<file path="src/logic/fan_drive_pkg.sv">
// Constants, register map and types shared by the fan drive channel files
package fan_drive_pkg;

  // Register byte addresses
  localparam logic [7:0] ADDR_HOT_WATCH = 8'hc7;
  localparam logic [7:0] ADDR_SRC_SEL   = 8'hc8;
  localparam logic [7:0] ADDR_OVR_LOCK  = 8'hc9;
  localparam logic [7:0] ADDR_SPINUP    = 8'hca;
  localparam logic [7:0] RD_UNMAPPED    = 8'h00;

  // Reset values
  localparam logic [7:0] RST_HOT_WATCH  = 8'h11;
  localparam logic [7:0] RST_CHANNEL    = 8'h00;

  // Source select fields; reserved bits 5 and 7 read as zero
  localparam int         BIT_BIND_TABLE0 = 0;
  localparam int         NUM_TABLES      = 4;
  localparam int         BIT_BIND_CPU    = 4;
  localparam int         BIT_BIND_REG    = 6;
  localparam logic [7:0] SRC_SEL_MASK    = 8'h5f;

  // Override and lock fields
  localparam int BIT_OVR_EN    = 0;
  localparam int BIT_INV       = 1;
  localparam int BIT_LOCK_EN   = 2;
  localparam int BIT_LOCK_FLAG = 3;
  localparam int MANUAL_LSB    = 4;

  // Spin-up fields
  localparam int BOOST_DUTY_LSB = 0;
  localparam int DUR_MSB_BIT    = 4;
  localparam int DUR_LOW_LSB    = 5;

  // Monitoring interval field
  localparam int HOT_CODE_LSB   = 0;
  localparam int HOT_CODES      = 10;

  // Duty codes
  localparam int         DUTY_W    = 4;
  localparam logic [3:0] DUTY_ZERO = 4'h0;
  localparam logic [3:0] DUTY_FULL = 4'hf;

  // Timing
  localparam int unsigned CLK_HZ       = 50_000_000;
  localparam int unsigned MS_PER_S     = 1000;
  localparam int unsigned MS_CYCLES    = CLK_HZ / MS_PER_S;
  localparam int unsigned PWM_SLOT_CYC = 64;

  // Monitoring interval per code, in ms (0.73 s .. 372 s)
  localparam int unsigned HOT_WATCH_MS [0:9] = '{
    730, 1460, 2900, 5800, 11700, 23300, 46600, 93200, 186000, 372000
  };
  localparam int HOT_MS_W = 19;

  // Spin-up time per 4-bit duration code, in ms; code 0 disables
  localparam int unsigned BOOST_MS [0:15] = '{
    0, 100, 250, 400, 700, 1000, 2000, 4000,
    6000, 8000, 10000, 12000, 14000, 16000, 18000, 20000
  };
  localparam int BOOST_MS_W = 15;

  typedef enum logic [1:0] {
    SPIN_OFF   = 2'b00,
    SPIN_BOOST = 2'b01,
    SPIN_RUN   = 2'b11
  } spin_state_t;

endpackage

</file>
<file path="src/logic/fan_pwm_wave.sv">
// Pulse-width waveform generator with selectable output polarity
`timescale 1ns/10ps

module fan_pwm_wave #(
  parameter int SLOT_CYCLES = fan_drive_pkg::PWM_SLOT_CYC
) (
  // Clock and reset
  input  wire logic                              i_core_clk,
  input  wire logic                              i_rst_n,
  // Control
  input  wire logic [fan_drive_pkg::DUTY_W-1:0]  i_duty,
  input  wire logic                              i_invert,
  // Output
  output logic                                   o_wave
);

  localparam int SLOT_W = (SLOT_CYCLES > 1) ? $clog2(SLOT_CYCLES) : 1;
  localparam logic [SLOT_W-1:0] SLOT_LAST = SLOT_W'(SLOT_CYCLES - 1);
  // Period has one slot less than the code range, so the top code never goes low
  localparam logic [fan_drive_pkg::DUTY_W-1:0] PHASE_LAST = fan_drive_pkg::DUTY_FULL - 4'h1;

  if (SLOT_CYCLES < 1) begin : g_bad_slot
    $error("SLOT_CYCLES must be at least one");
  end

  typedef struct packed {
    logic [SLOT_W-1:0]               slot_cnt;
    logic [fan_drive_pkg::DUTY_W-1:0] phase;
    logic                            wave;
  } wave_state_t;

  wave_state_t st_r;
  wave_state_t st_nxt;

  always_comb begin
    st_nxt = st_r;
    if (st_r.slot_cnt == SLOT_LAST) begin
      st_nxt.slot_cnt = '0;
      st_nxt.phase    = (st_r.phase == PHASE_LAST) ? '0 : st_r.phase + 4'h1;
    end else begin
      st_nxt.slot_cnt = st_r.slot_cnt + SLOT_W'(1);
    end
    st_nxt.wave = (st_r.phase < i_duty) ^ i_invert;
  end

  always_ff @(posedge i_core_clk) begin
    if (!i_rst_n) begin
      st_r <= '0;
    end else begin
      st_r <= st_nxt;
    end
  end

  assign o_wave = st_r.wave;

  AST_FULL_HIGH: assert property (@(posedge i_core_clk) disable iff (!i_rst_n)
    (i_duty == fan_drive_pkg::DUTY_FULL && !i_invert) |=> o_wave)
    else $error("full duty not continuously high");

  AST_FULL_LOW: assert property (@(posedge i_core_clk) disable iff (!i_rst_n)
    (i_duty == fan_drive_pkg::DUTY_FULL && i_invert) |=> !o_wave)
    else $error("inverted full duty not continuously low");

endmodule

</file>
<file path="src/logic/fan_drive_channel_control.sv">
// Fan drive channel control: source binding, override, lock, spin-up, registers
//
// Behaviour
// - Interval code 0h..9h selects 0.73 s up to 372 s; Ah..Fh reserved.
// - Source bits 0..3 bind the output to lookup tables one to four.
// - Source bit 4 binds the output to the processor-hot ramp.
// - Source bit 6 binds the regulator-hot ramp; bits 5 and 7 reserved.
// - With several bound sources, the greatest requested duty is driven.
// - Tables request duty by lookup, hot inputs by ramp up and down.
// - Control bit 0 enables manual override using duty code in bits 7:4.
// - Polarity clear: full duty is high; set: full duty is low.
// - With lock enable, a bound processor-hot event sets the lock flag.
// - Lock flag holds full duty until software writes it zero.
// - Lock flag stays writable under the global write lock.
// - Reading the manual duty field returns the duty actually driven.
// - During spin-up the manual duty field reads 0h.
// - Spin-up duty code in bits 3:0; zero disables spin-up.
// - Duty going from zero to nonzero starts spin-up for the set time.
// - Duration code is bit 4 then bits 7:5; times 100 ms to 20 s.
// - Interval held in bits 3:0 of its register, reset value 11h.
// - Four-bit duty codes take 16 values, 13 map to table steps.
`timescale 1ns/10ps

module fan_drive_channel_control #(
  parameter int unsigned MS_CYCLES   = fan_drive_pkg::MS_CYCLES,
  parameter int          SLOT_CYCLES = fan_drive_pkg::PWM_SLOT_CYC
) (
  // Clock and reset
  input  wire logic                                     i_core_clk,
  input  wire logic                                     i_rst_n,
  // Register port
  input  wire logic [7:0]                               i_reg_addr,
  input  wire logic                                     i_reg_wr,
  input  wire logic                                     i_reg_rd,
  input  wire logic [7:0]                               i_reg_wdata,
  input  wire logic                                     i_cfg_write_lock,
  output logic      [7:0]                               o_reg_rdata,
  // Duty requests from lookup tables and ramp generators
  input  wire logic [3:0][fan_drive_pkg::DUTY_W-1:0]    i_table_duty,
  input  wire logic [fan_drive_pkg::DUTY_W-1:0]         i_cpu_ramp_duty,
  input  wire logic [fan_drive_pkg::DUTY_W-1:0]         i_reg_ramp_duty,
  // Processor-hot pin, asynchronous, active high
  input  wire logic                                     i_cpu_thermal_throttle_in,
  // Status and drive
  output logic [fan_drive_pkg::DUTY_W-1:0]              o_duty_code,
  output logic                                          o_spinup_active,
  output logic [fan_drive_pkg::HOT_MS_W-1:0]            o_hot_watch_ms,
  output logic                                          o_hot_watch_valid,
  output logic                                          o_fan_drive_out_a
);

  localparam int TICK_W = (MS_CYCLES > 1) ? $clog2(MS_CYCLES) : 1;
  localparam logic [TICK_W-1:0] TICK_LAST = TICK_W'(MS_CYCLES - 1);
  localparam logic [fan_drive_pkg::BOOST_MS_W-1:0] MS_ONE = 15'h0001;

  if (MS_CYCLES < 1) begin : g_bad_ms
    $error("MS_CYCLES must be at least one");
  end

  typedef struct packed {
    logic                                    thr_meta;
    logic                                    thr_sync;
    logic [7:0]                              hot_watch;
    logic [7:0]                              src_sel;
    logic                                    ovr_en;
    logic                                    output_polarity_flip;
    logic                                    lock_en;
    logic                                    lock_flag;
    logic [fan_drive_pkg::DUTY_W-1:0]        manual;
    logic [7:0]                              spin_cfg;
    fan_drive_pkg::spin_state_t              spin;
    logic [TICK_W-1:0]                       tick_cnt;
    logic [fan_drive_pkg::BOOST_MS_W-1:0]    ms_left;
    logic [fan_drive_pkg::DUTY_W-1:0]        duty;
    logic                                    spin_act;
    logic [7:0]                              rdata;
    logic [fan_drive_pkg::HOT_MS_W-1:0]      hot_ms;
    logic                                    hot_valid;
  } chan_state_t;

  chan_state_t st_r;
  chan_state_t st_nxt;

  logic [fan_drive_pkg::DUTY_W-1:0] req_code;
  logic [fan_drive_pkg::DUTY_W-1:0] boost_code;
  logic [3:0]                       dur_code;
  logic [3:0]                       hot_code;
  logic                             lock_event;
  logic                             wr_open;

  assign boost_code = st_r.spin_cfg[fan_drive_pkg::BOOST_DUTY_LSB +: fan_drive_pkg::DUTY_W];
  assign dur_code   = {st_r.spin_cfg[fan_drive_pkg::DUR_MSB_BIT],
                       st_r.spin_cfg[fan_drive_pkg::DUR_LOW_LSB +: 3]};
  assign hot_code   = st_r.hot_watch[fan_drive_pkg::HOT_CODE_LSB +: 4];
  assign lock_event = st_r.lock_en && st_r.thr_sync && st_r.src_sel[fan_drive_pkg::BIT_BIND_CPU];
  assign wr_open    = i_reg_wr && !i_cfg_write_lock;

  // Largest request among the bound sources; lookup codes and ramp codes share
  // one 16-value scale, so a plain magnitude compare is enough
  always_comb begin
    req_code = fan_drive_pkg::DUTY_ZERO;
    for (int t = 0; t < fan_drive_pkg::NUM_TABLES; t++) begin
      if (st_r.src_sel[fan_drive_pkg::BIT_BIND_TABLE0 + t] && i_table_duty[t] > req_code) begin
        req_code = i_table_duty[t];
      end
    end
    if (st_r.src_sel[fan_drive_pkg::BIT_BIND_CPU] && i_cpu_ramp_duty > req_code) begin
      req_code = i_cpu_ramp_duty;
    end
    if (st_r.src_sel[fan_drive_pkg::BIT_BIND_REG] && i_reg_ramp_duty > req_code) begin
      req_code = i_reg_ramp_duty;
    end
    if (st_r.ovr_en && st_r.manual > req_code) begin
      req_code = st_r.manual;
    end
  end

  always_comb begin
    st_nxt = st_r;

    // Pin synchroniser
    st_nxt.thr_meta = i_cpu_thermal_throttle_in;
    st_nxt.thr_sync = st_r.thr_meta;

    // Register writes; the lock flag bypasses the global write lock
    if (wr_open && i_reg_addr == fan_drive_pkg::ADDR_HOT_WATCH) begin
      st_nxt.hot_watch = i_reg_wdata;
    end
    if (wr_open && i_reg_addr == fan_drive_pkg::ADDR_SRC_SEL) begin
      st_nxt.src_sel = i_reg_wdata & fan_drive_pkg::SRC_SEL_MASK;
    end
    if (wr_open && i_reg_addr == fan_drive_pkg::ADDR_OVR_LOCK) begin
      st_nxt.ovr_en  = i_reg_wdata[fan_drive_pkg::BIT_OVR_EN];
      st_nxt.output_polarity_flip     = i_reg_wdata[fan_drive_pkg::BIT_INV];
      st_nxt.lock_en = i_reg_wdata[fan_drive_pkg::BIT_LOCK_EN];
      st_nxt.manual  = i_reg_wdata[fan_drive_pkg::MANUAL_LSB +: fan_drive_pkg::DUTY_W];
    end
    if (wr_open && i_reg_addr == fan_drive_pkg::ADDR_SPINUP) begin
      st_nxt.spin_cfg = i_reg_wdata;
    end
    // Writing one is ignored; a coincident event beats the clear
    if (i_reg_wr && i_reg_addr == fan_drive_pkg::ADDR_OVR_LOCK &&
        !i_reg_wdata[fan_drive_pkg::BIT_LOCK_FLAG]) begin
      st_nxt.lock_flag = 1'b0;
    end
    if (lock_event) begin
      st_nxt.lock_flag = 1'b1;
    end

    // Spin-up sequencing
    st_nxt.tick_cnt = '0;
    case (st_r.spin)
      fan_drive_pkg::SPIN_OFF: begin
        if (req_code != fan_drive_pkg::DUTY_ZERO && !st_r.lock_flag) begin
          if (boost_code != fan_drive_pkg::DUTY_ZERO && dur_code != 4'h0) begin
            st_nxt.spin    = fan_drive_pkg::SPIN_BOOST;
            st_nxt.ms_left = fan_drive_pkg::BOOST_MS_W'(fan_drive_pkg::BOOST_MS[dur_code]);
          end else begin
            st_nxt.spin = fan_drive_pkg::SPIN_RUN;
          end
        end else if (st_r.lock_flag) begin
          st_nxt.spin = fan_drive_pkg::SPIN_RUN;
        end
      end
      fan_drive_pkg::SPIN_BOOST: begin
        if (st_r.tick_cnt == TICK_LAST) begin
          if (st_r.ms_left <= MS_ONE) begin
            st_nxt.spin = fan_drive_pkg::SPIN_RUN;
          end else begin
            st_nxt.ms_left = st_r.ms_left - MS_ONE;
          end
        end else begin
          st_nxt.tick_cnt = st_r.tick_cnt + TICK_W'(1);
        end
      end
      fan_drive_pkg::SPIN_RUN: begin
        if (req_code == fan_drive_pkg::DUTY_ZERO && !st_r.lock_flag) begin
          st_nxt.spin = fan_drive_pkg::SPIN_OFF;
        end
      end
      default: begin
        st_nxt.spin = fan_drive_pkg::SPIN_OFF;
      end
    endcase

    // Driven duty: lock first, then spin-up boost, then the winning request
    if (st_r.lock_flag) begin
      st_nxt.duty = fan_drive_pkg::DUTY_FULL;
    end else if (st_r.spin == fan_drive_pkg::SPIN_BOOST) begin
      st_nxt.duty = boost_code;
    end else if (st_r.spin == fan_drive_pkg::SPIN_RUN) begin
      st_nxt.duty = req_code;
    end else begin
      st_nxt.duty = fan_drive_pkg::DUTY_ZERO;
    end
    st_nxt.spin_act = (st_nxt.spin == fan_drive_pkg::SPIN_BOOST);

    // Monitoring interval decode; reserved codes report invalid
    if (hot_code < 4'(fan_drive_pkg::HOT_CODES)) begin
      st_nxt.hot_ms    = fan_drive_pkg::HOT_MS_W'(fan_drive_pkg::HOT_WATCH_MS[hot_code]);
      st_nxt.hot_valid = 1'b1;
    end else begin
      st_nxt.hot_ms    = '0;
      st_nxt.hot_valid = 1'b0;
    end

    // Read port, registered; unmapped addresses read zero
    if (i_reg_rd) begin
      case (i_reg_addr)
        fan_drive_pkg::ADDR_HOT_WATCH: st_nxt.rdata = st_r.hot_watch;
        fan_drive_pkg::ADDR_SRC_SEL:   st_nxt.rdata = st_r.src_sel;
        fan_drive_pkg::ADDR_OVR_LOCK: begin
          st_nxt.rdata = {st_r.spin_act ? fan_drive_pkg::DUTY_ZERO : st_r.duty,
                          st_r.lock_flag, st_r.lock_en, st_r.output_polarity_flip, st_r.ovr_en};
        end
        fan_drive_pkg::ADDR_SPINUP:    st_nxt.rdata = st_r.spin_cfg;
        default:                       st_nxt.rdata = fan_drive_pkg::RD_UNMAPPED;
      endcase
    end
  end

  always_ff @(posedge i_core_clk) begin
    if (!i_rst_n) begin
      st_r           <= '0;
      st_r.hot_watch <= fan_drive_pkg::RST_HOT_WATCH;
      st_r.src_sel   <= fan_drive_pkg::RST_CHANNEL;
      st_r.spin_cfg  <= fan_drive_pkg::RST_CHANNEL;
      st_r.spin      <= fan_drive_pkg::SPIN_OFF;
    end else begin
      st_r <= st_nxt;
    end
  end

  fan_pwm_wave #(
    .SLOT_CYCLES (SLOT_CYCLES)
  ) u_wave (
    .i_core_clk (i_core_clk),
    .i_rst_n    (i_rst_n),
    .i_duty     (st_r.duty),
    .i_invert   (st_r.output_polarity_flip),
    .o_wave     (o_fan_drive_out_a)
  );

  assign o_reg_rdata       = st_r.rdata;
  assign o_duty_code       = st_r.duty;
  assign o_spinup_active   = st_r.spin_act;
  assign o_hot_watch_ms    = st_r.hot_ms;
  assign o_hot_watch_valid = st_r.hot_valid;

  AST_LOCK_FULL: assert property (@(posedge i_core_clk) disable iff (!i_rst_n)
    st_r.lock_flag |=> (o_duty_code == fan_drive_pkg::DUTY_FULL))
    else $error("locked channel not at full duty");

  AST_LOCK_NEEDS_EN: assert property (@(posedge i_core_clk) disable iff (!i_rst_n)
    (!st_r.lock_en && !st_r.lock_flag) |=> !st_r.lock_flag)
    else $error("lock flag set without lock enable");

  AST_LOCK_SETS: assert property (@(posedge i_core_clk) disable iff (!i_rst_n)
    lock_event |=> st_r.lock_flag)
    else $error("bound processor-hot event did not latch lock");

  AST_LOCK_HOLDS: assert property (@(posedge i_core_clk) disable iff (!i_rst_n)
    (st_r.lock_flag && !(i_reg_wr && i_reg_addr == fan_drive_pkg::ADDR_OVR_LOCK &&
     !i_reg_wdata[fan_drive_pkg::BIT_LOCK_FLAG])) |=> st_r.lock_flag)
    else $error("lock flag dropped without a software clear");

  AST_LOCK_WR_UNDER_GLOBAL: assert property (@(posedge i_core_clk) disable iff (!i_rst_n)
    (i_reg_wr && i_cfg_write_lock && i_reg_addr == fan_drive_pkg::ADDR_OVR_LOCK &&
     !i_reg_wdata[fan_drive_pkg::BIT_LOCK_FLAG] && !lock_event) |=> !st_r.lock_flag)
    else $error("lock flag clear blocked by write lock");

  AST_SPIN_READS_ZERO: assert property (@(posedge i_core_clk) disable iff (!i_rst_n)
    (i_reg_rd && i_reg_addr == fan_drive_pkg::ADDR_OVR_LOCK && o_spinup_active)
      |=> (o_reg_rdata[7:4] == fan_drive_pkg::DUTY_ZERO))
    else $error("manual duty field not zero during spin-up");

  AST_READ_DRIVEN_DUTY: assert property (@(posedge i_core_clk) disable iff (!i_rst_n)
    (i_reg_rd && i_reg_addr == fan_drive_pkg::ADDR_OVR_LOCK && !o_spinup_active)
      |=> (o_reg_rdata[7:4] == $past(o_duty_code)))
    else $error("manual duty field does not show driven duty");

  AST_SPIN_START: assert property (@(posedge i_core_clk) disable iff (!i_rst_n)
    (st_r.spin == fan_drive_pkg::SPIN_OFF && req_code != fan_drive_pkg::DUTY_ZERO &&
     !st_r.lock_flag && boost_code != fan_drive_pkg::DUTY_ZERO && dur_code != 4'h0)
      |=> o_spinup_active ##1 (o_duty_code == $past(boost_code) || st_r.lock_flag))
    else $error("spin-up did not start on duty leaving zero");

  AST_NO_SPIN_ZERO_DUTY: assert property (@(posedge i_core_clk) disable iff (!i_rst_n)
    (st_r.spin == fan_drive_pkg::SPIN_OFF && boost_code == fan_drive_pkg::DUTY_ZERO)
      |=> !o_spinup_active)
    else $error("spin-up ran with zero spin-up duty");

  AST_MAX_WINS: assert property (@(posedge i_core_clk) disable iff (!i_rst_n)
    (st_r.spin == fan_drive_pkg::SPIN_RUN && !st_r.lock_flag &&
     st_r.src_sel[fan_drive_pkg::BIT_BIND_TABLE0])
      |=> (o_duty_code >= $past(i_table_duty[0])))
    else $error("driven duty below a bound table request");

  AST_OVERRIDE: assert property (@(posedge i_core_clk) disable iff (!i_rst_n)
    (st_r.spin == fan_drive_pkg::SPIN_RUN && !st_r.lock_flag && st_r.ovr_en)
      |=> (o_duty_code >= $past(st_r.manual)))
    else $error("override duty not applied");

  AST_HOT_RESERVED: assert property (@(posedge i_core_clk) disable iff (!i_rst_n)
    (hot_code >= 4'(fan_drive_pkg::HOT_CODES)) |=> (!o_hot_watch_valid && o_hot_watch_ms == '0))
    else $error("reserved interval code reported valid");

endmodule

</file>
<file path="config.mk">
export PLATFORM = sky130hd
export DESIGN_NAME = fan_drive_channel_control
export DESIGN_NICKNAME = d
export VERILOG_FILES = /design/src/logic/fan_drive_pkg.sv /design/src/logic/fan_pwm_wave.sv /design/src/logic/fan_drive_channel_control.sv
export SDC_FILE = /design/constraint.sdc
export NUM_CORES = 1
export LEC_CHECK = 0
export ABC_AREA = 1
export BUFFER_PORTS_ARGS = -buffer_cell sky130_fd_sc_hd__buf_4
export CELL_PAD_IN_SITES_DETAIL_PLACEMENT = 0
export CELL_PAD_IN_SITES_GLOBAL_PLACEMENT = 2
export CORE_MARGIN = 5
export CORE_UTILIZATION = 33
export DETAILED_ROUTE_END_ITERATION = 16
export PLACE_DENSITY = 0.84
export SYNTH_ARGS = -nofsm -noshare
export SYNTH_HDL_FRONTEND = slang
export SYNTH_SLANG_ARGS = --single-unit
</file>
<file path="constraint.sdc">
create_clock -name i_core_clk -period 9.5 [get_ports i_core_clk]
set_input_delay 0.95 -clock i_core_clk [delete_from_list [all_inputs] [get_ports i_core_clk]]
set_output_delay 0.95 -clock i_core_clk [all_outputs]
set_load 0.005 [all_outputs]
</file>
## Word-level counts from Yosys, hierarchy flattened

Memory sizes are Yosys's and may differ from the RTL's. A register that Yosys moved wholly into a read port is not among the register bits.
Index checks and enable logic that the tools add are counted.

- Bits in latches: 0
- Register bits: 90
- Memories: 2
- Memory bits (read-only): 1024
- RAM bits: 0

- Reductions and logical operators: 34
- Magnitude comparators: 11
- Multiply operators: 0
- Bitwise gates (word level): 5
- Add/subtract/negate cells: 4
- Divide/modulo/power cells: 0
- Multiplexer cells: 30
- Shift-type cells: 0
- Equal/unequal tests: 14

Memory list:

| memory | depth | bits a word | read ports | clocked after Yosys merged registers in | write ports | RTL line | source |
|---|---|---|---|---|---|---|---|
| (no name shown) | 16 | 32 | 1 | 1 | 0 | fan_drive_channel_control.sv:200 | `st_nxt.hot_ms = fan_drive_pkg::HOT_MS_W'(fan_drive_pkg::HOT_WATCH_MS[hot_code]);` |
| (no name shown) | 16 | 32 | 1 | 0 | 0 | fan_drive_channel_control.sv:157 | `st_nxt.ms_left = fan_drive_pkg::BOOST_MS_W'(fan_drive_pkg::BOOST_MS[dur_code]);` |

Operator list:

| kind | count |
|---|---|
| 15-bit 2-to-1 mux | 6 |
| 4-bit 2-to-1 mux | 12 |
| 8-bit == test, second input constant | 4 |
| 8-bit case mux with 4 select lines | 1 |
| 15-bit case mux with 2 select lines | 1 |
| 4-bit > comparator | 6 |
| 1-bit logical AND | 19 |
| 16-bit by 1-bit adder with 16-bit output, second input constant | 1 |
| 16-bit == test, second input constant | 1 |
| 15-bit by 1-bit <= comparator with 1-bit output, second input constant | 1 |
| 15-bit by 1-bit subtractor with 15-bit output, second input constant | 1 |
| 2-bit 2-to-1 mux | 6 |
| 4-bit nonzero test | 3 |
| 4-bit inverter with 5-bit output | 2 |
| 2-bit != test, second input constant | 4 |
| 6-bit by 1-bit adder with 6-bit output, second input constant | 1 |
| 6-bit == test, second input constant | 1 |
| 2-bit case mux with 3 select lines | 1 |
| 5-bit greater-or-equal comparator, second input constant | 1 |
| 5-bit AND reduction | 1 |
| 4-bit by 1-bit adder with 4-bit output, second input constant | 1 |
| 2-bit by 1-bit == test with 1-bit output, second input constant | 2 |
| 4-bit == test, second input constant | 1 |
| 4-bit by 1-bit > comparator with 1-bit output, second input constant | 1 |
| other kinds (13) | 20 |

## Logic depth before layout (Yosys ltp)

Gate-level depths: netlist of the first run.

- Word-level depth: 26
- Depth in mapped cells: 63

## Hierarchy

A second synthesis of the first run with hierarchy kept.

- Cell total of the unflattened synthesis: 949
- Area, all modules: 6615.1 um2

By module, submodules not included:

| module | times used | sequential area each (um2) | cells each | area each (um2) |
|---|---|---|---|---|
| fan_drive_channel_control | 1 | 1941.9 | 869 | 6030.8 |
| fan_pwm_wave | 1 | 220.2 | 80 | 584.3 |

## Least setup slack after synthesis of the first run

Ideal clock, no wire load.

- Path type: input to register
- Start: input port i_table_duty[3] (netlist bit)
- End: register st_r[39] (netlist bit)
- Arrival time: 6.797 ns
- Buffers on the path: 1
- Data required time: 9.387 ns
- Stages: 58
- Setup time: 0.113 ns
- Path slack: 2.590 ns
- Cell sequence: nor2_1 -> nand2_1 -> nand3_1 -> ha_1 -> nand2_1 -> nor2_2 -> nor2_4 -> nand2_4 -> nand2_1 -> o21ai_0 -> ha_1 -> inv_1 -> o21bai_1 -> inv_2 -> nand2_2 -> nand2_4 -> nand2_1 -> o21ai_0 -> (+22 left out) -> nand2_2 -> nand3_2 -> nand2_1 -> nand2_1 -> ha_1 -> a21oi_1 -> o21ai_0 -> nand2_1 -> inv_1 -> nand2_1 -> nand2_1 -> nor2_2 -> nand2_2 -> nand2_4 -> nand2_4 -> buf_4 -> nor2_1 -> nor2_1

- Word-level cells in the longest chain between the ends: 25

Ends and longest elaborated chain:

| what | RTL line | source |
|---|---|---|
| start: declaration | fan_drive_channel_control.sv:39 | `input wire logic [3:0][fan_drive_pkg::DUTY_W-1:0] i_table_duty,` |
| 4-bit by 1-bit > comparator with 1-bit output | fan_drive_channel_control.sv:103 | `if (st_r.src_sel[fan_drive_pkg::BIT_BIND_TABLE0 + t] && i_table_duty[t] > req_code) begin` |
| 1-bit logical AND | fan_drive_channel_control.sv:103 |  |
| 4-bit 2-to-1 mux * | fan_drive_channel_control.sv:103 |  |
| 4-bit > comparator | fan_drive_channel_control.sv:103 |  |
| 1-bit logical AND | fan_drive_channel_control.sv:103 |  |
| 4-bit 2-to-1 mux * | fan_drive_channel_control.sv:103 |  |
| 4-bit > comparator | fan_drive_channel_control.sv:103 |  |
| 1-bit logical AND | fan_drive_channel_control.sv:103 |  |
| (+9 left out) | - |  |
| 4-bit 2-to-1 mux * | fan_drive_channel_control.sv:110 | `if (st_r.src_sel[fan_drive_pkg::BIT_BIND_REG] && i_reg_ramp_duty > req_code) begin` |
| 4-bit > comparator | fan_drive_channel_control.sv:113 | `if (st_r.ovr_en && st_r.manual > req_code) begin` |
| 1-bit logical AND | fan_drive_channel_control.sv:113 |  |
| 4-bit 2-to-1 mux * | fan_drive_channel_control.sv:113 |  |
| 4-bit nonzero test * | fan_drive_channel_control.sv:154 | `if (req_code != fan_drive_pkg::DUTY_ZERO && !st_r.lock_flag) begin` |
| 1-bit logical AND * | fan_drive_channel_control.sv:154 |  |
| 2-bit != test (no source line) * | - |  |
| 5-bit AND reduction (no source line) * | - |  |
| end signal: assignment | fan_drive_channel_control.sv:230 | `st_r <= st_nxt;` |
| end: declaration | fan_drive_channel_control.sv:81 | `chan_state_t st_r;` |

Mark *: on every way between the ends. The rest lies on a longest branch, timed or not.
A chain may end at the register's enable or synchronous reset.

## Worst setup path after layout of the first run

- Start: input port i_table_duty[3] (netlist bit)
- End: register st_r[45] (netlist bit)

The elaborated chain is that of the path after synthesis.

==> parameters.txt, run 1 <==
Parameter                              Value

Clock network
  Clock Tree Root ... clkbuf_16
  Cts repair resizes ... 0
  Setup Buffers After CTS ... 0
  TritonCTS clock tree ... built
  Hold buffers post-CTS ... 0
  Clock-pin transition on the worst setup and hold timing paths ... 0.08 ns
  Clock latency reported for the late side of the worst-skew pair ... 0.36 ns
  Number of sinks on the clock net ... 108
  H-Tree Level Count ... 3
  Total CTS buffers ... 9
  Maximum count of clock buffers along a single path ... 2

Power and ir drop
  Combinational Power Share ... 0.066
  Relative contribution of the clock network to total power ... 0.438
  VDD IR-drop max ... 0.09604 mV
  Static leakage ... 0.003354 µW
  Cell Pwr Density ... 124.6 nW/µm²
  Cell Int Power ... 693.3 µW
  Total power ... 921.2 µW
  Psw ... 228.0 µW
  Switching fraction of total power ... 0.2475
  Sequential cell fraction of total power ... 0.496

Worst setup path
  Setup crit start ... i_table_duty[3]
  Number of buffers and inverters on the critical path ... 6
  Maximum net fanout on the critical path ... 26
  Kind of cell adding the most delay to the critical path ... simple AND/OR/NAND/NOR gates
  R2r worst-path depth ... 52
  Worst setup path class ... in -> reg
  Worst stage delay on the critical path ... 0.32 ns
  Arrival time at the worst endpoint ... 7.80 ns
  Worst Setup Start Kind ... primary input
  CP endpoint kind ... flip-flop
  Logic depth of the worst path, buffers included ... 55
  Start of the worst register-to-register path ... st_r[82]
  Required time worst endpoint ... 9.75 ns
  Library cell contributing the largest single delay on the critical path ... ha_1
  Critical Path Most Common Cell ... nand2_1

Flow run
  Max cap viols ... 0

Route
  Routed via count ... 5,762
  Antenna viol nets, final ... 0
  Detailed Route WL ... 16.52 mm
  Starting DRC count in detailed routing ... 252
  Via/cell ratio ... 4.577
  Routed wire length per instance ... 13.12 µm
  Post-detailed-route DRC marker count ... 0
  Detailed Routing Iterations Pass 1 ... 4

Synthesis
  Net count after synthesis ... 1,036
  Leading area contributor after synthesis ... dfxtp_1
  Mean instance size in the synthesized netlist ... 6.820 µm²
  Number of enable flip-flop cells after synthesis ... 0
  Post-synthesis sequential area ratio ... 0.3337
  Number of library cell types mapped by synthesis ... 44
  Most numerous cell in the Yosys netlist ... nand2_1
  Gate count after technology mapping ... 950
  Top cells by count, synth ... nand2_1, inv_1, nor2_1, dfxtp_1, o21ai_0
  Cell types occupying the most area after synthesis ... dfxtp_1, nand2_1, ha_1, inv_1, nor2_1
  Synth Register Bits ... 108
  Count of warnings emitted by yosys ... 0
  Post-synthesis instance area ... 6479 µm²
  Area share of the largest cell type after synthesis ... 0.3337
  Proportion of register bits with asynchronous set or reset after synthesis ... 0
  Synth Flop Type ... dfxtp_1

Die
  Floorplan core area ... 19,400 µm²
  Io pins ... 80
  Full die area ... 22,530 µm²
  Vertical die dimension ... 150.1 µm
  Initial Util ... 0.3340
  Die boundary width ... 150.1 µm
  Site Rows ... 51

Place
  Post-Place Cell Area ... 7079 µm²
  Number of buffer cells added on primary ports ... 78
  Global placer's final weighted congestion ... 0.8277
  Half-perimeter wire length of the detailed placement result ... 12.86 mm

Timing
  Aggregate negative setup slack ... 0 ns
  Tcrit/Tclk final ... 0.7952
  Largest clock skew in the final design ... 0.01213 ns
  Fmax ... 132.4 MHz
  Actual transition at the worst max-transition pin ... 0.9143 ns
  Slew HR ... 0.3858
  Final hold vios ... 0
  Final Slew Violations ... 0
  Time the worst path needs with I/O delays and setup ... 7.554 ns
  Unrepaired setup endpoints after global routing ... no
  Setup violations, final ... 0

Finish
  Final Cell Area ... 7396 µm²
  Number of diodes ... 0
  P&R area growth vs syn ... 14.16%
  Layout net count ... 1,075
  Share of layout cells above drive strength 1 ... 0.1419

GRT
  Overall Global Routing Usage ... 0.1498
  Total grt overflow ... 0
  Number of global-route vias before repair ... 5,432
  Initial antenna violation count ... 0
  Maximum number of pins on one net before global-route repair ... 49
  Wire length of the first global-routing pass ... 27.15 mm

Outcome
  Status ... completed

Hold path
  Launch point of the worst hold path ... st_nxt[98]
  Class of the worst hold path ... reg -> reg
  Number of stages on the worst hold path ... 2
==> worst min-delay path, stage by stage (launching register included) <==
cell and delay, ns:
dfxtp_1 0.32, nand2_1 0.05, inv_1 0.04
==> power groups by stage <==
stage	logic [µW]	registers [µW]	clock network, µW
6_report	60.9	457	403
5_1_grt	69.2	458	436
4_1_cts	61.6	457	415
3_5_place_dp	61.4	468	0
3_3_place_gp	61.9	468	0
2_1_floorplan	33.5	468	0
==> metal layers <==
metal  vias to the layer above  track usage  wire (µm)
li1                       3125            -          -
met1                      2529       0.2132       8591
met2                        97       0.2329       6985
met3                        11      0.02769        769
met4                         0      0.04026        174
met5                         -            0          0
==> sequential cells by signal, summed over array words and instances, names as in the netlist <==
signal	flops
hot_code	4
dur_code	4
st_r	52
st_nxt	1
u_wave.o_wave	1
o_duty_code	4
o_reg_rdata	8
o_hot_watch_ms	18
u_wave.st_r	10
boost_code	4
o_hot_watch_valid	1
o_spinup_active	1
==> final timing paths <==
kind	endpoint	slack (ns)
worst min-delay path	st_r[98]	0.43
worst min register to register	st_r[98]	0.43
worst max-delay path	st_r[45]	1.95
worst max register to register	st_r[45]	2.19
==> area by class of cell <==
cell class / count / area [µm²]
fillers: 2140 / 12000
multi-input cells: 662 / 3508
flip-flops and latches: 108 / 2162
repair buffers: 79 / 593.1
inverters: 129 / 484.2
well taps: 265 / 331.6
clock buffers: 9 / 225.2
clock inverters: 7 / 91.34
==> per-stage QoR <==
| stage | instances | hold WS (ns) | utilization | setup slack [ns] |
|---|---|---|---|---|
| after floorplan | 950 | 0.3905 | - | 2.590 |
| after CTS | 1259 | 0.4318 | 0.3813 | 1.910 |
| after global placement | 1243 | 0.3989 | 0.3649 | 1.569 |
| final | 1259 | 0.4261 | 0.3813 | 1.946 |
| after detailed placement | 1243 | 0.4118 | 0.3649 | 1.560 |
| after global routing | 1259 | 0.4636 | 0.3813 | 1.071 |
==> kinds of logic after synthesis <==
| group | Yosys count | synth area share |
|---|---|---|
| compound gates | 178 | 0.1474 |
| xor+xnor | 11 | 0.01487 |
| fa+ha+maj | 40 | 0.07725 |
| buf+inv | 180 | 0.1248 |
| flops | 108 | 0.3337 |
| mux | 1 | 0.001545 |
| other cells | 1 | 0.0005788 |
| simple gates | 431 | 0.2999 |
==> cells in the final DEF, fill, tap and decap left out, types with 7 or more instances in the layout <==
| cell type | instances |
|---|---|
| nand2_1 | 181 |
| inv_1 | 124 |
| nor2_1 | 110 |
| dfxtp_1 | 108 |
| buf_4 | 79 |
| o21ai_0 | 75 |
| a21oi_1 | 74 |
| nand3_1 | 59 |
| ha_1 | 40 |
| nor3_1 | 19 |
| nand2_2 | 14 |
| nand4_1 | 9 |
| xor2_1 | 9 |
| clkbuf_16 | 9 |
| or2_2 | 7 |
| a31oi_1 | 7 |
No activity file was read; power rests on OpenSTA's default activity.
==> run 2: changes to the inputs <==
- clock period: 9.5 -> 7.6 ns (I/O delays scaled with it)
==> run 2 against run 1 <==
Non-clock buffer count up 5; global-route usage hardly changed; clock power rose by 15%; count of clock-buffer cells in the layout unchanged; worst hold slack improved by 0.0059 ns; first-iteration DRC count up 18%; sequential power up 25%; flip-flop and latch count stayed put; utilization rose by 0.41 points; via count up 2.6%; routed wire length up 2.1%; largest cell class unchanged; highest routed layer unchanged.
==> parameters.txt, run 2 (synthesized netlist as in run 1, its figures left out) <==
Parameter                              Value

Outcome
  Status ... completed (unchanged)

Die
  Floorplan core area ... 19,400 µm² (unchanged)
  Die boundary width ... 150.1 µm (unchanged)
  Site Rows ... 51 (unchanged)
  Full die area ... 22,530 µm² (unchanged)
  Io pins ... 80 (unchanged)
  Vertical die dimension ... 150.1 µm (unchanged)
  Initial Util ... 0.3340 (unchanged)

GRT
  Initial antenna violation count ... 0 (unchanged)
  Total grt overflow ... 0 (unchanged)
  Overall Global Routing Usage ... 0.1496 (was 0.1498)
  Wire length of the first global-routing pass ... 27.01 mm (was 27.15 mm)
  Maximum number of pins on one net before global-route repair ... 49 (unchanged)
  Number of global-route vias before repair ... 5,417 (was 5,432)

Route
  Routed wire length per instance ... 13.33 µm (was 13.12 µm)
  Post-detailed-route DRC marker count ... 0 (unchanged)
  Detailed Routing Iterations Pass 1 ... 5 (was 4)
  Detailed Route WL ... 16.86 mm (was 16.52 mm)
  Starting DRC count in detailed routing ... 297 (was 252)
  Routed via count ... 5,910 (was 5,762)
  Via/cell ratio ... 4.672 (was 4.577)
  Antenna viol nets, final ... 0 (unchanged)

Finish
  Max reg flops ... 52 (unchanged)
  Number of diodes ... 0 (unchanged)
  Register name with the most flops ... st_r (unchanged)
  Number of filler instances in the final layout ... 2,139 (was 2,140)
  Layout net count ... 1,081 (was 1,075)
  Share of layout cells above drive strength 1 ... 0.1570 (was 0.1419)
  Area of the multi-input gates ... 3582 µm² (was 3508 µm²)
  Commonest non-fill, non-tap cell in the layout ... nand2_1 (unchanged)
  Area of all sequential standard cells ... 2163 µm² (was 2162 µm²)
  Most used cells in the layout excluding fill and tap cells ... nand2_1, inv_1, nor2_1 (unchanged)
  Final Cell Area ... 7476 µm² (was 7396 µm²)
  P&R area growth vs syn ... 15.39% (was 14.16%)

Power and ir drop
  Switching fraction of total power ... 0.2545 (was 0.2475)
  Static leakage ... 0.003375 µW (was 0.003354 µW)
  Combinational Power Share ... 0.070 (was 0.066)
  Relative contribution of the clock network to total power ... 0.418 (was 0.438)
  Psw ... 283.6 µW (was 228.0 µW)
  VDD IR-drop max ... 0.08386 mV (was 0.09604 mV)
  Cell Pwr Density ... 149.1 nW/µm² (was 124.6 nW/µm²)
  Cell Int Power ... 830.9 µW (was 693.3 µW)
  Sequential cell fraction of total power ... 0.513 (was 0.496)

Worst setup path
  Maximum net fanout on the critical path ... 13 (was 26)
  CP endpoint kind ... flip-flop (unchanged)
  Arrival time at the worst endpoint ... 7.16 ns (was 7.80 ns)
  Required time worst endpoint ... 7.85 ns (was 9.75 ns)
  Worst stage delay on the critical path ... 0.30 ns (was 0.32 ns)
  Library cell contributing the largest single delay on the critical path ... ha_1 (unchanged)
  Worst Setup Start Kind ... primary input (unchanged)
  Critical Path Most Common Cell ... nand2_1 (unchanged)
  Worst setup path class ... in -> reg (unchanged)

Timing
  Setup violations, final ... 0 (unchanged)
  Time the worst path needs with I/O delays and setup ... 6.904 ns
  Tcrit/Tclk final ... 0.9084
  Final hold vios ... 0 (unchanged)
  Fmax ... 144.9 MHz
  Final Slew Violations ... 0 (unchanged)
  Aggregate negative setup slack ... 0 ns (unchanged)
  Largest clock skew in the final design ... 0.009375 ns (was 0.01213 ns)
  Slew HR ... 0.3810 (was 0.3858)
  Actual transition at the worst max-transition pin ... 0.9214 ns (was 0.9143 ns)

Clock network
  Clock Tree Root ... clkbuf_16 (unchanged)
  Number of sinks on the clock net ... 108 (unchanged)
  H-Tree Level Count ... 3 (unchanged)
  Maximum count of clock buffers along a single path ... 2 (unchanged)
  Clock-pin transition on the worst setup and hold timing paths ... 0.08 ns (about the same)
  Total CTS buffers ... 9 (unchanged)
  Clock latency reported for the late side of the worst-skew pair ... 0.36 ns (about the same)
  TritonCTS clock tree ... built (unchanged)
  Hold buffers post-CTS ... 0 (unchanged)

Place
  Half-perimeter wire length of the detailed placement result ... 12.87 mm (was 12.86 mm)
  Post-Place Cell Area ... 7079 µm² (unchanged)
  Global placer's final weighted congestion ... 0.8280 (was 0.8277)
  Number of buffer cells added on primary ports ... 78 (unchanged)

Flow run
  Max cap viols ... 0 (unchanged)

Hold path
  Class of the worst hold path ... reg -> reg (unchanged)
-- run 2: area by class of cell --
type,count,share of cell area
sequential,108,0.2894
multi-input combinational,663,0.4792
timing repair buffer,84,0.08435
tap,265,0.04435
clock inverter,7,0.007866
clock buffer,9,0.03013
inverter,129,0.06477
-- run 2: worst paths after layout --
kind | slack, ns | end | cells after the start | from
setup reg to reg | 0.83 | st_r[42] | 55 | st_r[82]
hold / removal | 0.43 | st_r[98] | 2 | st_nxt[98]
setup / recovery | 0.70 | st_r[42] | 58 | i_table_duty[3]
hold reg to reg | 0.43 | st_r[98] | 2 | st_nxt[98]
-- run 2: worst max-delay path, delay by kind of cell --
kind | cells | cell delay (ns)
buffers and inverters | 10 | 0.60
and+or+nand+nor | 33 | 3.03
adders and majority gates | 6 | 1.72
AOI/OAI and AO/OA | 9 | 1.02
-- run 2: per-layer routing --
layer | GRT usage | part of all wire | routed length (µm) | vias to the layer above
met5 | 0 | 0 | 0 | -
met3 | 0.02378 | 0.049 | 818 | 8
met1 | 0.2143 | 0.51 | 8682 | 2646
met4 | 0.04529 | 0.0094 | 158 | 0
met2 | 0.2316 | 0.43 | 7204 | 114
li1 | - | - | - | 3142
-- run 2: power groups by stage --
| stage | clock network, µW | registers [µW] | logic [µW] |
|---|---|---|---|
| floorplan | 0 | 585 | 41.8 |
| global placement | 0 | 585 | 77.3 |
| detailed placement | 0 | 585 | 77.0 |
| CTS | 476 | 572 | 77.1 |
| global route | 505 | 572 | 87.9 |
| finish | 465 | 571 | 77.6 |
-- run 2: repair_timing --
| action | in CTS | in global routing |
|---|---|---|
| setup buffers | 0 | 5 |
| setup endpoints to repair | 0 | 22 |
| resized for setup | 0 | 22 |
-- run 2: metrics by stage --
step / total power, µW / hold slack, ns / worst slack, ns / util / instances
final: 1115 / 0.4321 / 0.6964 / 0.3854 / 1265
after global routing: 1165 / 0.4643 / -0.03459 / 0.3854 / 1265
after CTS: 1125 / 0.4314 / 0.2344 / 0.3796 / 1259
after detailed placement: 661.9 / 0.4120 / -0.1280 / 0.3649 / 1243
after global placement: 662.4 / 0.3989 / -0.1506 / 0.3649 / 1243
after floorplan: 626.4 / 0.3905 / 0.8801 / - / 950
==> run 3: changes to the inputs <==
- CORE_ASPECT_RATIO: default -> 0.75
- PLACE_DENSITY: 0.84 -> default
- PLACE_DENSITY_LB_ADDON: default -> 0.1
==> run 3 against run 2 <==
Sequential power about the same; combinational power up 2%; non-clock buffer count up 16; sequential share of layout area down 0.60 points; fmax down 0.69%; clock power up 10%; global-route usage up 1.0 points; critical path type unchanged; design area up 2.1%; first-iteration DRC count up 33%.
==> parameters.txt, run 3 (synthesized netlist as in run 1, its figures left out) <==
Parameter                              Value

Die
  Full die area ... 22,560 µm² (was 22,530 µm²)
  Floorplan core area ... 19,320 µm² (was 19,400 µm²)
  Vertical die dimension ... 131.3 µm (was 150.1 µm)
  Io pins ... 80 (unchanged)
  Die boundary width ... 171.8 µm (was 150.1 µm)
  Site Rows ... 44 (was 51)
  Initial Util ... 0.3353 (was 0.3340)

Clock network
  Clock-pin transition on the worst setup and hold timing paths ... 0.08 ns (about the same)
  Clock latency reported for the late side of the worst-skew pair ... 0.36 ns (about the same)
  Number of sinks on the clock net ... 108 (unchanged)
  Total CTS buffers ... 9 (unchanged)
  Clock Tree Root ... clkbuf_16 (unchanged)
  Hold buffers post-CTS ... 0 (unchanged)
  H-Tree Level Count ... 3 (unchanged)
  Maximum count of clock buffers along a single path ... 2 (unchanged)
  TritonCTS clock tree ... built (unchanged)

Power and ir drop
  Psw ... 291.6 µW (was 283.6 µW)
  Relative contribution of the clock network to total power ... 0.441 (was 0.418)
  Cell Pwr Density ... 152.3 nW/µm² (was 149.1 nW/µm²)
  Combinational Power Share ... 0.068 (was 0.070)
  VDD IR-drop max ... 0.1013 mV (was 0.08386 mV)
  Cell Int Power ... 871.2 µW (was 830.9 µW)
  Total power ... 1163 µW (was 1115 µW)
  Static leakage ... 0.003471 µW (was 0.003375 µW)
  Switching fraction of total power ... 0.2508 (was 0.2545)
  Sequential cell fraction of total power ... 0.492 (was 0.513)

Timing
  Largest clock skew in the final design ... 0.01565 ns (was 0.009375 ns)
  Tcrit/Tclk final ... 0.9147 (was 0.9084)
  Worst-case setup margin in the final layout ... 0.6486 ns (was 0.6964 ns)
  Setup violations, final ... 0 (unchanged)
  Slew HR ... 0.3218 (was 0.3810)
  Final hold vios ... 0 (unchanged)
  Final Slew Violations ... 0 (unchanged)
  Time the worst path needs with I/O delays and setup ... 6.951 ns (was 6.904 ns)
  Actual transition at the worst max-transition pin ... 1.010 ns (was 0.9214 ns)
  Aggregate negative setup slack ... 0 ns (unchanged)
  Fmax ... 143.9 MHz (was 144.9 MHz)

Worst setup path
  Required time worst endpoint ... 7.85 ns (about the same)
  Worst setup path class ... in -> reg (unchanged)
  Library cell contributing the largest single delay on the critical path ... ha_1 (unchanged)
  Critical Path Most Common Cell ... nand2_1 (unchanged)
  Worst stage delay on the critical path ... 0.32 ns (was 0.30 ns)
  Maximum net fanout on the critical path ... 8 (was 13)
  Arrival time at the worst endpoint ... 7.20 ns (was 7.16 ns)
  CP endpoint kind ... flip-flop (unchanged)
  Worst Setup Start Kind ... primary input (unchanged)

Route
  Detailed Route WL ... 18.32 mm (was 16.86 mm)
  Detailed Routing Iterations Pass 1 ... 5 (unchanged)
  Via/cell ratio ... 4.655 (was 4.672)
  Routed via count ... 5,912 (was 5,910)
  Antenna viol nets, final ... 0 (unchanged)
  Routed wire length per instance ... 14.43 µm (was 13.33 µm)
  Starting DRC count in detailed routing ... 395 (was 297)
  Post-detailed-route DRC marker count ... 0 (unchanged)

Finish
  Number of diodes ... 0 (unchanged)
  Max reg flops ... 52 (unchanged)
  Commonest non-fill, non-tap cell in the layout ... nand2_1 (unchanged)
  P&R area growth vs syn ... 17.84% (was 15.39%)
  Layout net count ... 1,098 (was 1,081)
  Register name with the most flops ... st_r (unchanged)
  Most used cells in the layout excluding fill and tap cells ... nand2_1, inv_1, nor2_1 (unchanged)
  Share of layout cells above drive strength 1 ... 0.1721 (was 0.1570)

Hold path
  Class of the worst hold path ... reg -> reg (unchanged)

Place
  Worst setup slack after placement ... -0.002202 ns (was -0.1280 ns)
  Number of buffer cells added on primary ports ... 78 (unchanged)
  Global placer's final weighted congestion ... 0.7909 (was 0.8280)
  Half-perimeter wire length of the detailed placement result ... 14.19 mm (was 12.87 mm)

GRT
  Fraction of met2 tracks used by global routing ... 0.2023 (was 0.2316)
  Initial antenna violation count ... 0 (unchanged)
  Number of global-route vias before repair ... 5,422 (was 5,417)
  Wire length of the first global-routing pass ... 29.03 mm (was 27.01 mm)
  Overall Global Routing Usage ... 0.1596 (was 0.1496)
  Total grt overflow ... 0 (unchanged)
  Grt met3 use ... 0.02763 (was 0.02378)
  GR peak layer ... met1 (was met2)
  Global-route track usage on met1 ... 0.2726 (was 0.2143)
  Maximum number of pins on one net before global-route repair ... 49 (unchanged)

Flow run
  Max cap viols ... 0 (unchanged)

Outcome
  Status ... completed (unchanged)
run 3: cell count changes in the layout (fill, tap and decap cells not counted), sizes merged:
cell	previous run	this run
bufinv	0	1
nand2	202	203
clkinv	5	4
buf	84	100
run 3: layout make-up:
type                       count  area [µm²]
multi-input combinational    664        3592
sequential                   108        2163
clock buffer                   9       225.2
timing repair buffer         100       750.7
tap                          253       316.6
inverter                     129       484.2
clock inverter                 7       102.6
fill                        2133       11690
run 3: worst max-delay path, delay by kind of cell:
family | cells | cell delay, ns
AND/OR/NAND/NOR | 35 | 3.02
buffers and inverters | 10 | 0.67
adder cells (fa/ha/maj) | 6 | 1.75
AO/OA/AOI/OAI | 8 | 0.99
run 3: final timing paths:
| path | from | end | slack, ns | cells past startpoint |
|---|---|---|---|---|
| min | st_r[48] | st_r[48] | 0.45 | 1 |
| max | i_table_duty[3] | st_r[41] | 0.65 | 59 |
| max reg2reg | st_r[82] | st_r[41] | 0.82 | 56 |
| min reg2reg | st_r[48] | st_r[48] | 0.45 | 1 |
run 3: metal layers:
metal	wire [µm]	vias to the layer above
li1	-	3176
met5	0	-
met4	159	0
met2	6545	103
met1	10720	2623
met3	893	10
run 3: power by group through the flow:
stage / Sequential, µW / Combinational, µW / Clock, µW
finish: 572 / 78.9 / 512
CTS: 572 / 78.5 / 531
detailed placement: 585 / 78.2 / 0
floorplan: 585 / 41.8 / 0
global route: 572 / 88.5 / 554
global placement: 585 / 79.4 / 0
run 3: timing repair:
| item | CTS | global route |
|---|---|---|
| buffers inserted | 0 | 3 |
| resized for setup | 0 | 21 |
| setup endpoints to repair | 0 | 18 |
| hold endpoints to repair | 0 | 0 |
run 3: through the flow:
stage	area, µm²	util	hold slack, ns	std cells
4_1_cts	7527	0.3895	0.4584	1265
5_1_grt	7635	0.3951	0.4806	1270
2_1_floorplan	6479	-	0.3905	950
3_3_place_gp	7199	0.3726	0.4325	1249
3_5_place_dp	7199	0.3726	0.4409	1249
6_report	7635	0.3951	0.4526	1270
